## src/design/miir_defs.vh

```
// Constants for the measurement IIR data-control block.
// Assumes inclusion by the block's module and the bench; holds definitions only.
`ifndef MIIR_DEFS_VH
`define MIIR_DEFS_VH

// Register indices; byte address is four times the index
`define MIIR_IDX_CTRL      8'h01
`define MIIR_IDX_CHEN      8'h02
`define MIIR_IDX_PRE       8'h03
`define MIIR_IDX_STAT      8'h04
`define MIIR_IDX_CAL       8'h05
`define MIIR_IDX_CELL0     8'h20
`define MIIR_IDX_CELL13    8'h2D
`define MIIR_IDX_BLOCK     8'h55
`define MIIR_IDX_SUM       8'h56
`define MIIR_IDX_DIAGA     8'h57
`define MIIR_IDX_DIAGB     8'h58

// Control register fields
`define MIIR_B_UPD         0
`define MIIR_B_RDF         1
`define MIIR_B_ASRC        2
`define MIIR_B_DBL         3
`define MIIR_B_CAL         4
`define MIIR_B_COEF_LO     5
`define MIIR_B_COEF_HI     7
`define MIIR_CTRL_RST      8'h40

// Preload and status fields
`define MIIR_B_ACQ_PRE     0
`define MIIR_B_BAL_PRE     1
`define MIIR_B_RDY         0
`define MIIR_B_BUSY        1
`define MIIR_B_PEND        2

// Coefficient codes
`define MIIR_COEF_OFF      3'h7
`define MIIR_COEF_BAL      3'h0

// Channel map: 0..13 cells, 14 block, 15 and 16 diagnostics
`define MIIR_CHEN_RST      15'h7FFF
`define MIIR_NCELL         5'h0E
`define MIIR_CH_BLK        5'h0E
`define MIIR_CH_DIAGA      5'h0F
`define MIIR_CH_DIAGB      5'h10
`define MIIR_CH_LAST       5'h10

// Fraction bits held in the accumulator and rounding half step
`define MIIR_FRAC          3
`define MIIR_HALF          18'h00004
`define MIIR_RAW_MAX       18'h03FFF

`endif

```

## src/design/miir_data_ctrl.v

```verilog
// Measurement data path: calibration, first-order IIR filter per cell and block channel,
// result registers, cell sum and alert data stream, behind an APB slave.
// Assumes the sequencer runs on pclk, pulses its events for one cycle and
// writes no sample while xfer_busy is high.
`timescale 1ns/1ps
`include "miir_defs.vh"

module miir_data_ctrl (
  input  wire        pclk,
  input  wire        presetn,
  input  wire        psel,
  input  wire        penable,
  input  wire        pwrite,
  input  wire [11:0] paddr,
  input  wire [31:0] pwdata,
  output reg  [31:0] prdata,
  output reg         pready,
  output reg         pslverr,
  input  wire        alu_valid,
  input  wire [4:0]  alu_ch,
  input  wire [13:0] alu_raw,
  input  wire        scan_start,
  input  wire        scan_end,
  input  wire        move_req,
  input  wire        bal_meas_done,
  output reg         xfer_busy,
  output reg         alert_valid,
  output reg  [4:0]  alert_ch,
  output reg  [13:0] alert_data
);

  localparam [2:0] ST_IDLE = 3'b001;
  localparam [2:0] ST_XFER = 3'b010;
  localparam [2:0] ST_DONE = 3'b100;

  reg [2:0]         state;
  reg [7:0]         ctrl;
  reg [14:0]        channel_enable_cfg;
  reg               acq_filter_preload;
  reg               balance_filter_preload;
  reg               result_ready_flag;
  reg [15:0]        cal_off;
  reg               pend;
  reg [4:0]         xch;
  reg               x_load;
  reg               x_stats;
  reg               x_bal;
  reg [17:0]        sum_acc;
  reg [17:0]        cell_sum_result;
  reg [13:0]        alu_mem [0:16];
  reg [16:0]        acc     [0:14];
  reg [13:0]        res     [0:16];
  reg [31:0]        next_prdata;
  integer           i;

  wire              filter_update_en  = ctrl[`MIIR_B_UPD];
  wire              filtered_read_sel = ctrl[`MIIR_B_RDF];
  wire              alert_source_sel  = ctrl[`MIIR_B_ASRC];
  wire              double_buffer_en  = ctrl[`MIIR_B_DBL];
  wire              cal_apply_en      = ctrl[`MIIR_B_CAL];
  wire [2:0]        filter_coef_sel   = ctrl[`MIIR_B_COEF_HI:`MIIR_B_COEF_LO];

  // APB: one wait state, so every access completes in the second access cycle
  wire              acc_ph = psel & penable;
  wire              wr_en  = acc_ph & pready & pwrite;
  wire [7:0]        idx    = paddr[9:2];
  wire              hi_ok  = (paddr[11:10] == 2'b00);
  // Offset taken at full index width; the subtraction wraps for indices below the cell range, where it goes unused
  wire [7:0]        cell_off = idx - `MIIR_IDX_CELL0;

  function mapped;
    input [7:0] a;
    begin
      mapped = ((a >= `MIIR_IDX_CTRL) && (a <= `MIIR_IDX_CAL)) ||
               ((a >= `MIIR_IDX_CELL0) && (a <= `MIIR_IDX_CELL13)) ||
               ((a >= `MIIR_IDX_BLOCK) && (a <= `MIIR_IDX_DIAGB));
    end
  endfunction

  // Calibration stage: signed offset with saturation to the result range
  wire signed [17:0] cal_sum = $signed({4'h0, alu_raw}) + $signed({{2{cal_off[15]}}, cal_off});
  wire [13:0]        cal_x   = cal_sum[17] ? 14'h0000 :
                               ((cal_sum > $signed(`MIIR_RAW_MAX)) ? 14'h3FFF : cal_sum[13:0]);
  wire [13:0]        alu_in  = cal_apply_en ? cal_x : alu_raw;

  // Filter arithmetic for the channel being transferred
  wire               is_filt = (xch <= `MIIR_CH_BLK);
  wire [3:0]         fidx    = is_filt ? xch[3:0] : 4'h0;
  wire [13:0]        x_s     = alu_mem[xch];
  wire [16:0]        a_s     = acc[fidx];
  // Balancing cycles never run unfiltered
  wire [2:0]         coef    = (x_bal && (filter_coef_sel == `MIIR_COEF_OFF)) ?
                               `MIIR_COEF_BAL : filter_coef_sel;
  // Code c weights the sample by (c+1)/8
  wire [3:0]         k       = {1'b0, coef} + 4'h1;
  wire               init    = x_bal ? balance_filter_preload : acq_filter_preload;
  wire signed [17:0] diff    = $signed({1'b0, x_s, 3'b000}) - $signed({1'b0, a_s});
  wire signed [22:0] prod    = diff * $signed({1'b0, k});
  wire signed [22:0] step    = prod >>> `MIIR_FRAC;
  // Y = acc + (8x - acc)*k/8; k = 8 lands exactly on the sample
  wire [16:0]        blend   = a_s + step[16:0];
  wire [16:0]        acc_new = init ? {x_s, 3'b000} : blend;
  wire [17:0]        rnd_new = {1'b0, acc_new} + `MIIR_HALF;
  wire [17:0]        rnd_old = {1'b0, a_s} + `MIIR_HALF;
  // Rounded to result width; fractions stay in the accumulator
  wire [13:0]        f_new   = rnd_new[16:3];
  wire [13:0]        f_old   = rnd_old[16:3];
  // Without an update the stored filter value is served as it stands
  wire [13:0]        fv      = x_load ? f_new : f_old;
  wire               ch_en   = is_filt ? channel_enable_cfg[fidx] : 1'b1;
  wire [13:0]        sel_v   = filtered_read_sel ? fv : x_s;
  wire [13:0]        alrt_v  = (is_filt && alert_source_sel) ? fv : x_s;

  // Transfer requests, highest priority first; ignored while busy
  wire               go_bal  = bal_meas_done;
  wire               go_end  = scan_end & ~double_buffer_en;
  wire               go_beg  = scan_start & double_buffer_en & pend;
  wire               go_mov  = move_req & ~result_ready_flag;
  wire               go_any  = go_bal | go_end | go_beg | go_mov;

  always @(posedge pclk or negedge presetn) begin
    if (!presetn) begin
      state                  <= ST_IDLE;
      ctrl                   <= `MIIR_CTRL_RST;
      channel_enable_cfg     <= `MIIR_CHEN_RST;
      acq_filter_preload     <= 1'b0;
      balance_filter_preload <= 1'b0;
      result_ready_flag      <= 1'b0;
      cal_off                <= 16'h0000;
      pend                   <= 1'b0;
      xch                    <= 5'h00;
      x_load                 <= 1'b0;
      x_stats                <= 1'b0;
      x_bal                  <= 1'b0;
      sum_acc                <= 18'h00000;
      cell_sum_result        <= 18'h00000;
      xfer_busy              <= 1'b0;
      alert_valid            <= 1'b0;
      alert_ch               <= 5'h00;
      alert_data             <= 14'h0000;
      for (i = 0; i < 17; i = i + 1) begin
        alu_mem[i] <= 14'h0000;
        res[i]     <= 14'h0000;
      end
      for (i = 0; i < 15; i = i + 1) begin
        acc[i] <= 17'h00000;
      end
    end else begin
      alert_valid <= 1'b0;
      if (alu_valid && (alu_ch <= `MIIR_CH_LAST) && (state == ST_IDLE)) begin
        alu_mem[alu_ch] <= alu_in;
      end
      if (scan_end && double_buffer_en) begin
        pend <= 1'b1;
      end
      case (state)
        ST_IDLE: begin
          if (go_any) begin
            state     <= ST_XFER;
            xfer_busy <= 1'b1;
            xch       <= 5'h00;
            sum_acc   <= 18'h00000;
            x_bal     <= go_bal;
            // Balancing loads regardless of the update bit
            x_load    <= go_bal | filter_update_en;
            // Out-of-scan moves leave the sum and alerts as they were
            x_stats   <= go_bal | go_end | go_beg;
            if (go_beg && !go_bal && !go_end) begin
              pend <= 1'b0;
            end
          end
        end
        ST_XFER: begin
          if (is_filt && ch_en && x_load) begin
            acc[fidx] <= acc_new;
          end
          if (!is_filt) begin
            res[xch] <= x_s;
          end else if (ch_en) begin
            res[xch] <= sel_v;
          end
          if ((xch < `MIIR_NCELL) && ch_en) begin
            sum_acc <= sum_acc + {4'h0, sel_v};
          end
          if (x_stats && ch_en) begin
            alert_valid <= 1'b1;
            alert_ch    <= xch;
            alert_data  <= alrt_v;
          end
          if (xch == `MIIR_CH_LAST) begin
            state <= ST_DONE;
          end else begin
            xch <= xch + 5'h01;
          end
        end
        ST_DONE: begin
          state     <= ST_IDLE;
          xfer_busy <= 1'b0;
          if (x_stats) begin
            cell_sum_result <= sum_acc;
          end
          // Preload acts once, then the filter continues
          if (x_load && x_bal) begin
            balance_filter_preload <= 1'b0;
          end
          if (x_load && !x_bal) begin
            acq_filter_preload <= 1'b0;
          end
        end
        default: begin
          state     <= ST_IDLE;
          xfer_busy <= 1'b0;
        end
      endcase
      // Software writes come after hardware clears of the preload bits
      if (wr_en && hi_ok) begin
        case (idx)
          `MIIR_IDX_CTRL: ctrl <= pwdata[7:0];
          `MIIR_IDX_CHEN: channel_enable_cfg <= pwdata[14:0];
          `MIIR_IDX_PRE: begin
            acq_filter_preload     <= pwdata[`MIIR_B_ACQ_PRE];
            balance_filter_preload <= pwdata[`MIIR_B_BAL_PRE];
          end
          `MIIR_IDX_STAT: begin
            if (!pwdata[`MIIR_B_RDY]) begin
              result_ready_flag <= 1'b0;
            end
          end
          `MIIR_IDX_CAL: cal_off <= pwdata[15:0];
          default: begin
          end
        endcase
      end
      // Hardware set is last so it wins over a clear in the same cycle
      if (state == ST_DONE) begin
        result_ready_flag <= 1'b1;
      end
    end
  end

  // Read mux
  always @* begin
    next_prdata = 32'h00000000;
    if (hi_ok) begin
      if ((idx >= `MIIR_IDX_CELL0) && (idx <= `MIIR_IDX_CELL13)) begin
        next_prdata = {18'h00000, res[cell_off[4:0]]};
      end else begin
        case (idx)
          `MIIR_IDX_CTRL:  next_prdata = {24'h000000, ctrl};
          `MIIR_IDX_CHEN:  next_prdata = {17'h00000, channel_enable_cfg};
          `MIIR_IDX_PRE:   next_prdata = {30'h00000000, balance_filter_preload, acq_filter_preload};
          `MIIR_IDX_STAT:  next_prdata = {29'h00000000, pend, xfer_busy, result_ready_flag};
          `MIIR_IDX_CAL:   next_prdata = {16'h0000, cal_off};
          `MIIR_IDX_BLOCK: next_prdata = {18'h00000, res[`MIIR_CH_BLK]};
          `MIIR_IDX_SUM:   next_prdata = {14'h0000, cell_sum_result};
          `MIIR_IDX_DIAGA: next_prdata = {18'h00000, res[`MIIR_CH_DIAGA]};
          `MIIR_IDX_DIAGB: next_prdata = {18'h00000, res[`MIIR_CH_DIAGB]};
          default:         next_prdata = 32'h00000000;
        endcase
      end
    end
  end

  always @(posedge pclk or negedge presetn) begin
    if (!presetn) begin
      prdata  <= 32'h00000000;
      pready  <= 1'b0;
      pslverr <= 1'b0;
    end else begin
      pready  <= acc_ph & ~pready;
      pslverr <= acc_ph & ~pready & ~(hi_ok & mapped(idx));
      if (acc_ph && !pready && !pwrite) begin
        prdata <= (hi_ok & mapped(idx)) ? next_prdata : 32'h00000000;
      end
    end
  end

endmodule // miir_data_ctrl

```

## config.mk

```make
export PLATFORM = sky130hd
export DESIGN_NAME = miir_data_ctrl
export DESIGN_NICKNAME = d
export VERILOG_FILES = /design/src/design/miir_data_ctrl.v
export VERILOG_INCLUDE_DIRS = /design/src /design/src/design
export SDC_FILE = /design/constraint.sdc
export NUM_CORES = 2
export LEC_CHECK = 0
export BUFFER_PORTS_ARGS = -buffer_cell sky130_fd_sc_hd__buf_2
export CORE_MARGIN = 8
export CORE_UTILIZATION = 35
export CTS_CLUSTER_SIZE = 40
export DETAILED_ROUTE_END_ITERATION = 7
export GPL_TIMING_DRIVEN = 0
export HOLD_SLACK_MARGIN = 0.05
export MAX_ROUTING_LAYER = met4
export PLACE_DENSITY_LB_ADDON = 0.12
export REMOVE_ABC_BUFFERS = 1
export SLEW_MARGIN = 5
export SYNTH_ARGS = -nofsm -noshare
export SYNTH_HDL_FRONTEND = slang
export SYNTH_SLANG_ARGS = --single-unit
export TNS_END_PERCENT = 10
```

## constraint.sdc

```tcl
create_clock -name pclk -period 30.9 [get_ports pclk]
set_input_delay 1.545 -clock pclk [delete_from_list [all_inputs] [get_ports pclk]]
set_output_delay 1.545 -clock pclk [all_outputs]
set_load 0.01 [all_outputs]
```

# After elaboration in Yosys (flattened, before gate mapping)
# Cells that the tools add are included.
dict set report totals {
  output_inout_bits 55
  ff_bits 876
  elab_cells 254
  input_bits 73
}
dict set report op_classes {
  add_sub_neg 9
  mux 67
  n_eq_ne 20
  n_bitwise 23
  multipliers 1
  n_reduce_logical 46
  n_lt_le_gt_ge 18
}
# op n
set op_table {}
lappend op_table {{238-bit bitwise mux} 3}
lappend op_table {{238-bit 2-to-1 mux} 2}
lappend op_table {{255-bit bitwise mux} 1}
lappend op_table {{14-bit 2-to-1 mux} 12}
lappend op_table {{18-bit one-hot mux with 9 select lines} 1}
lappend op_table {{14-bit binary-select mux with 5-bit select} 2}
lappend op_table {{14-bit demux with 5-bit select} 2}
lappend op_table {{18-bit 2-to-1 mux} 4}
lappend op_table {{17-bit binary-select mux with 4-bit select} 1}
lappend op_table {{17-bit demux with 4-bit select} 1}
lappend op_table {{17-bit 2-to-1 mux} 4}
lappend op_table {{18-bit one-hot mux with 2 select lines} 1}
lappend op_table {{17-bit by 3-bit adder with 17-bit output (second input constant)} 2}
lappend op_table {{8-bit by 7-bit == test with 1-bit output (second input constant)} 4}
lappend op_table {{32-bit 2-to-1 mux} 1}
lappend op_table {{1-bit logical AND} 22}
lappend op_table {{1-bit 2-to-1 mux} 22}
lappend op_table {{18-bit by 5-bit multiplier with 20-bit output} 1}
lappend op_table {{2-bit AND reduction} 10}
lappend op_table {{18-bit by 14-bit adder with 18-bit output} 1}
lappend op_table {{6-bit greater-or-equal comparator (second input constant)} 3}
lappend op_table {{5-bit NOT with 6-bit output} 3}
lappend op_table {{17-bit by 17-bit subtractor with 18-bit output} 1}
lappend op_table {{15-bit by 16-bit adder with 17-bit output} 1}
lappend op_table {{other kinds (43)} 79}

# Depth between registers and ports, before layout
dict set report depth {
  depth_word 16
  ltp_mapped 59
  ltp_nobuf 51
}

# Worst setup path before layout
# OpenSTA, ideal clock, no wires.
dict set report synth_timing {
  path_kind {register -> register}
  startpoint {reg xch[0]}
  endpoint {reg sum_acc[17]}
  path_slack_ns 19.534
  setup_time_ns 0.078
  arrival_ns 11.289
  n_path_buf 8
  required_ns 30.822
  period_less_slack_ns 11.366
  path_stages_with_launch 57
  path_cell_list {dfrtp_1 > buf_6 > clkinv_1 > clkbuf_1 > buf_1 > ha_1 > buf_4 > nand3b_1 > nand2_1 > clkbuf_1 > clkbuf_1 > o2111ai_1 > a311o_1 > inv_1 > ha_1 > inv_1 > a2111oi_0 > maj3_2 > (+21 left out) > a211oi_1 > o21ai_0 > a211o_1 > a21oi_1 > o31a_1 > o211ai_1 > a211oi_2 > or4b_1 > buf_2 > a211o_1 > a211o_1 > buf_6 > ha_1 > nand3_1 > o21ai_0 > nor2_1 > or3_1 > a21oi_1}
}
dict set report synth_between {
  elab_chain_cells 16
  elab_cells_between_ends 28
  classes_between {add/sub (5); mul (1); order compare (2); eq/ne (1); mux (15); bitwise (2); reduce/logical (2)}
}
# element line_no
set synth_rtl {}
lappend synth_rtl {{start: declaration} miir_data_ctrl.v:44} ;# reg [4:0] xch;
lappend synth_rtl {{start signal: assignment} miir_data_ctrl.v:193} ;# xch <= xch + 5'h01;
lappend synth_rtl {{5-bit by 4-bit <= comparator with 1-bit output (no line)} --}
lappend synth_rtl {{4-bit 2-to-1 mux} miir_data_ctrl.v:88} ;# wire [3:0] fidx = is_filt ? xch[3:0] : 4'h0;
lappend synth_rtl {{4-bit NOT with 5-bit output (not written as such)} miir_data_ctrl.v:90} ;# wire [16:0] a_s = acc[fidx];
lappend synth_rtl {{17-bit binary-select mux with 4-bit select} miir_data_ctrl.v:90}
lappend synth_rtl {{17-bit 2-to-1 mux (not written as such) (2 in a row)} miir_data_ctrl.v:90}
lappend synth_rtl {{17-bit by 17-bit subtractor with 18-bit output} miir_data_ctrl.v:97} ;# wire signed [17:0] diff = $signed({1'b0, x_s, 3'b000}) - $signed({1'b0, a_s});
lappend synth_rtl {{18-bit by 5-bit multiplier with 20-bit output} miir_data_ctrl.v:98} ;# wire signed [22:0] prod = diff * $signed({1'b0, k});
lappend synth_rtl {{17-bit adder} miir_data_ctrl.v:101} ;# wire [16:0] blend = a_s + step[16:0];
lappend synth_rtl {{17-bit 2-to-1 mux} miir_data_ctrl.v:102} ;# wire [16:0] acc_new = init ? {x_s, 3'b000} : blend;
lappend synth_rtl {{17-bit by 3-bit adder with 17-bit output (no line)} --}
lappend synth_rtl {{14-bit 2-to-1 mux} miir_data_ctrl.v:109} ;# wire [13:0] fv = x_load ? f_new : f_old;
lappend synth_rtl {{14-bit 2-to-1 mux} miir_data_ctrl.v:111} ;# wire [13:0] sel_v = filtered_read_sel ? fv : x_s;
lappend synth_rtl {{18-bit by 14-bit adder with 18-bit output} miir_data_ctrl.v:183} ;# sum_acc <= sum_acc + {4'h0, sel_v};
lappend synth_rtl {{18-bit 2-to-1 mux} miir_data_ctrl.v:182} ;# if ((xch < `MIIR_NCELL) && ch_en) begin
lappend synth_rtl {{18-bit one-hot mux with 2 select lines} miir_data_ctrl.v:156} ;# case (state)
lappend synth_rtl {{end signal: assignment} miir_data_ctrl.v:183}
lappend synth_rtl {{end: declaration} miir_data_ctrl.v:48} ;# reg [17:0] sum_acc;
# Several ways; a longest one is shown, not always the timed one. The select of a mux whose other input is x is not followed.
# A chain may end at the register's enable or synchronous reset.

# Final worst setup path
# Same ends and word-level chain as after synthesis.

==> impl_metrics.env <==
export IMPL_route_detailed_wl_per_inst_um=24.17
export IMPL_grt_first_pass_wirelength_um=229800
export IMPL_hp_start="prdata[1]"
export IMPL_worstPathArrival_ns=16.71
export IMPL_cts_setup_buffers=0
export IMPL_grt_max_degree=111
export IMPL_htreeDepth=3
export IMPL_cp_common_cell="ha_1"
export IMPL_place_congestion=0.8698
export IMPL_drt_iter0_drc=2641
export IMPL_root_buffer="clkbuf_16"
export IMPL_setup_tns_ns=0
export IMPL_drv_cap=0
export IMPL_worst_pin_slew_ns=1.424
export IMPL_cts_resized_gates=0
export IMPL_ant_nets=0
export IMPL_setup_viol=0
export IMPL_initial_core_util_pct=35.12
export IMPL_finalClockSkew_ns=0.05871
export IMPL_synth_distinct_cells=102
export IMPL_die_w_um=375.8
export IMPL_fin_crit_sh_pct=51.97
export IMPL_critPathLaunchType="flip-flop"
export IMPL_crit_path_end_kind="flip-flop"
export IMPL_seq_area_um2=21600
export IMPL_timing_rr_end="sum_acc[17]"
export IMPL_hold_path_class="flip-flop to flip-flop"
export IMPL_worst_path_largest_cell_delay_ns=0.99
export IMPL_async_reset_ff_share_pct=100.0
export IMPL_r2r_cells=48
export IMPL_relSlewSlack_pct=4.230
export IMPL_final_cell_area_um2=51460
export IMPL_power_density_nw_per_um2=83.48
export IMPL_firstDrtPassIters=5
export IMPL_syn_area_um2=45300
export IMPL_crit_slowest_cell="dfrtp_4"
export IMPL_drive_above_1_share_pct=15.77
export IMPL_drv_slew=0
export IMPL_clock_path_buffers=3
export IMPL_placed_cell_area_um2=48040
export IMPL_antenna_found_initial=4
export IMPL_synthToLayoutAreaGrowth_pct=13.58
export IMPL_coreArea_um2=129000
export IMPL_synth_seq_area_share_pct=47.66
export IMPL_finalNetCount=4749
export IMPL_r2r_slack_ns=14.84
export IMPL_grt_overflow=0
export IMPL_synth_edf_count=0
export IMPL_clock_latency_ns=0.73
export IMPL_ys_ff_latch=862
export IMPL_ios=128
export IMPL_hold_violations=0
export IMPL_p_leak_nw=22.91
export IMPL_status="complete, no violations"
export IMPL_vias=34380
export IMPL_wl_um=153700
export IMPL_yosysWarnings=0
export IMPL_grt_total_usage_pct=22.07
export IMPL_synth_avg_cell_area_um2=9.868
export IMPL_synthFlopType="dfrtp_1"
export IMPL_whs_path_depth=2
export IMPL_die_h_um=375.8
export IMPL_min_to="prdata[1]"
export IMPL_cts_sinks=862
export IMPL_ir_drop_mv=0.05057
export IMPL_crit_fanout=51
export IMPL_cts_hold_buf=0
export IMPL_io_buffers=95
export IMPL_critPathRequiredTime_ns=31.55
export IMPL_multiInputGateArea_um2=21980
export IMPL_via_per_inst=5.407
export IMPL_rows=132
export IMPL_path_class="flip-flop to flip-flop"
export IMPL_grt_pass1_vias=33270
export IMPL_r2r_start="xch[0]"
export IMPL_place_hpwl_um=105000
export IMPL_die_area_um2=141200
export IMPL_numCtsBuffers=100
export IMPL_nFillCells=12800
export IMPL_netlist_instances=4591
export IMPL_cts_tree="done"
export IMPL_max_freq_mhz=62.27
export IMPL_clkTransAtPathRegs_ns=0.06
export IMPL_grt_setup_unrepaired="false"
export IMPL_drc=0
export IMPL_min_period_ns=16.06
[logic make-up (layout without fill, tap and decap cells)]
kind of cell | after synthesis | count (layout) | share of synthesized area (%)
and+or+nand+nor | 1340 | 1340 | 12.60
other | 1 | 16 | 0.008277
xor gates and xnor gates | 90 | 90 | 1.740
DFF | 862 | 862 | 47.66
AOI/OAI and AO/OA | 1288 | 1288 | 16.92
muxes | 372 | 372 | 12.08
adders and majority gates | 137 | 137 | 4.355
buffers and inverters | 501 | 512 | 4.640
[per-stage QoR]
stage / cells / util, % / hold WS [ns] / total power [mW] / setup WS (ns)
floorplan: 4260 / - / 0.4413 / 2.481 / 12.22
CTS: 6354 / 39.85 / 0.4748 / 4.337 / 14.78
global placement: 6097 / 36.05 / 0.4536 / 3.083 / 0.6942
detailed placement: 6178 / 37.24 / 0.4633 / 3.099 / 14.85
finish: 6359 / 39.89 / 0.4691 / 4.295 / 14.84
global route: 6357 / 39.89 / 0.4911 / 4.560 / 13.89
[worst max-delay path: cells and delay by family, from the launching register on]
kind                       cells  cell delay, ns
AOI/OAI and AO/OA             22            6.78
adders and majority gates      8            3.66
and+or+nand+nor                9            2.20
buffers and inverters          7            1.71
DFF                            1            0.99
xor gates and xnor gates       2            0.56
[routing by layer]
metal | up-vias | part of all wire (%) | GRT usage (%)
met5 | - | 0 | -
met4 | 0 | 2.3 | 5.018
met3 | 176 | 4.5 | 3.014
met2 | 782 | 46 | 34.13
met1 | 17300 | 47 | 30.92
li1 | 16130 | - | -
[Yosys cell counts (22+ instances only)]
master,instances,area (um^2)
o31ai_1,37,277.8
nor3_1,33,165.2
and3_1,23,143.9
clkbuf_1,262,983.4
nand3_1,63,315.3
o21ai_0,600,3003
mux2_2,148,1667
o21bai_1,24,180.2
a21oi_1,319,1597
dfrtp_1,845,21150
o221ai_1,31,271.5
a21o_1,32,240.2
fa_1,35,700.7
xnor2_1,55,481.7
mux4_2,125,2815
buf_4,28,210.2
mux2i_1,99,991.0
inv_1,155,581.8
nor2b_1,28,175.2
nand2_1,728,2733
and2_1,29,181.4
buf_1,22,82.58
ha_1,100,1251
xor2_1,35,306.5
a211o_1,24,210.2
nor2_1,324,1216
[where the power goes]
part / switching, mW / internal (mW) / total [mW]
registers: 0.0769 / 1.21 / 1.29
logic: 1.17 / 0.626 / 1.79
clock network: 0.507 / 0.703 / 1.21
total: 1.75 / 2.54 / 4.30
[layout make-up]
type | count | area share [%]
tap | 1742 | 4.236
clock buffer | 149 | 5.807
sequential | 862 | 41.99
timing repair buffer | 179 | 3.358
antenna | 2 | 0.009726
multi-input combinational | 3241 | 42.72
inverter | 157 | 1.148
clock inverter | 27 | 0.7343
[sequential cells by signal, summed over array words and instances, names as in the netlist, 3 cells and up]
| signal | cells |
|---|---|
| ctrl | 8 |
| alert_ch | 5 |
| cal_off | 16 |
| xch | 5 |
| acc | 255 |
| alert_data | 14 |
| prdata | 18 |
| cell_sum_result | 18 |
| alu_mem | 238 |
| sum_acc | 18 |
| res | 238 |
| state | 3 |
| channel_enable_cfg | 15 |
[worst max-delay path by stage]
stage	startpoint	slack (ns)	to
after floorplan	xch[0]	12.22	sum_acc[15]
after global placement	xch[0]	0.69	sum_acc[14]
after detailed placement	xch[0]	14.85	sum_acc[17]
after CTS	xch[0]	14.78	sum_acc[17]
after global routing	xch[0]	13.89	sum_acc[17]
final	xch[0]	14.84	sum_acc[17]
[cells in the final DEF, fill, tap and decap left out, types with 29 or more instances in the layout]
master	instances
ha_1	100
nand3_1	44
nand2_1	722
nor2_1	314
o31ai_1	36
o21ai_0	594
inv_1	155
fa_1	35
buf_2	97
dfrtp_1	839
mux2_2	148
a21o_1	32
xor2_1	35
mux2i_1	94
xnor2_1	55
and2_1	29
clkbuf_16	101
mux4_2	125
nor3_1	30
o221ai_1	31
a21oi_1	318
No activity file was read; power rests on OpenSTA's default activity.
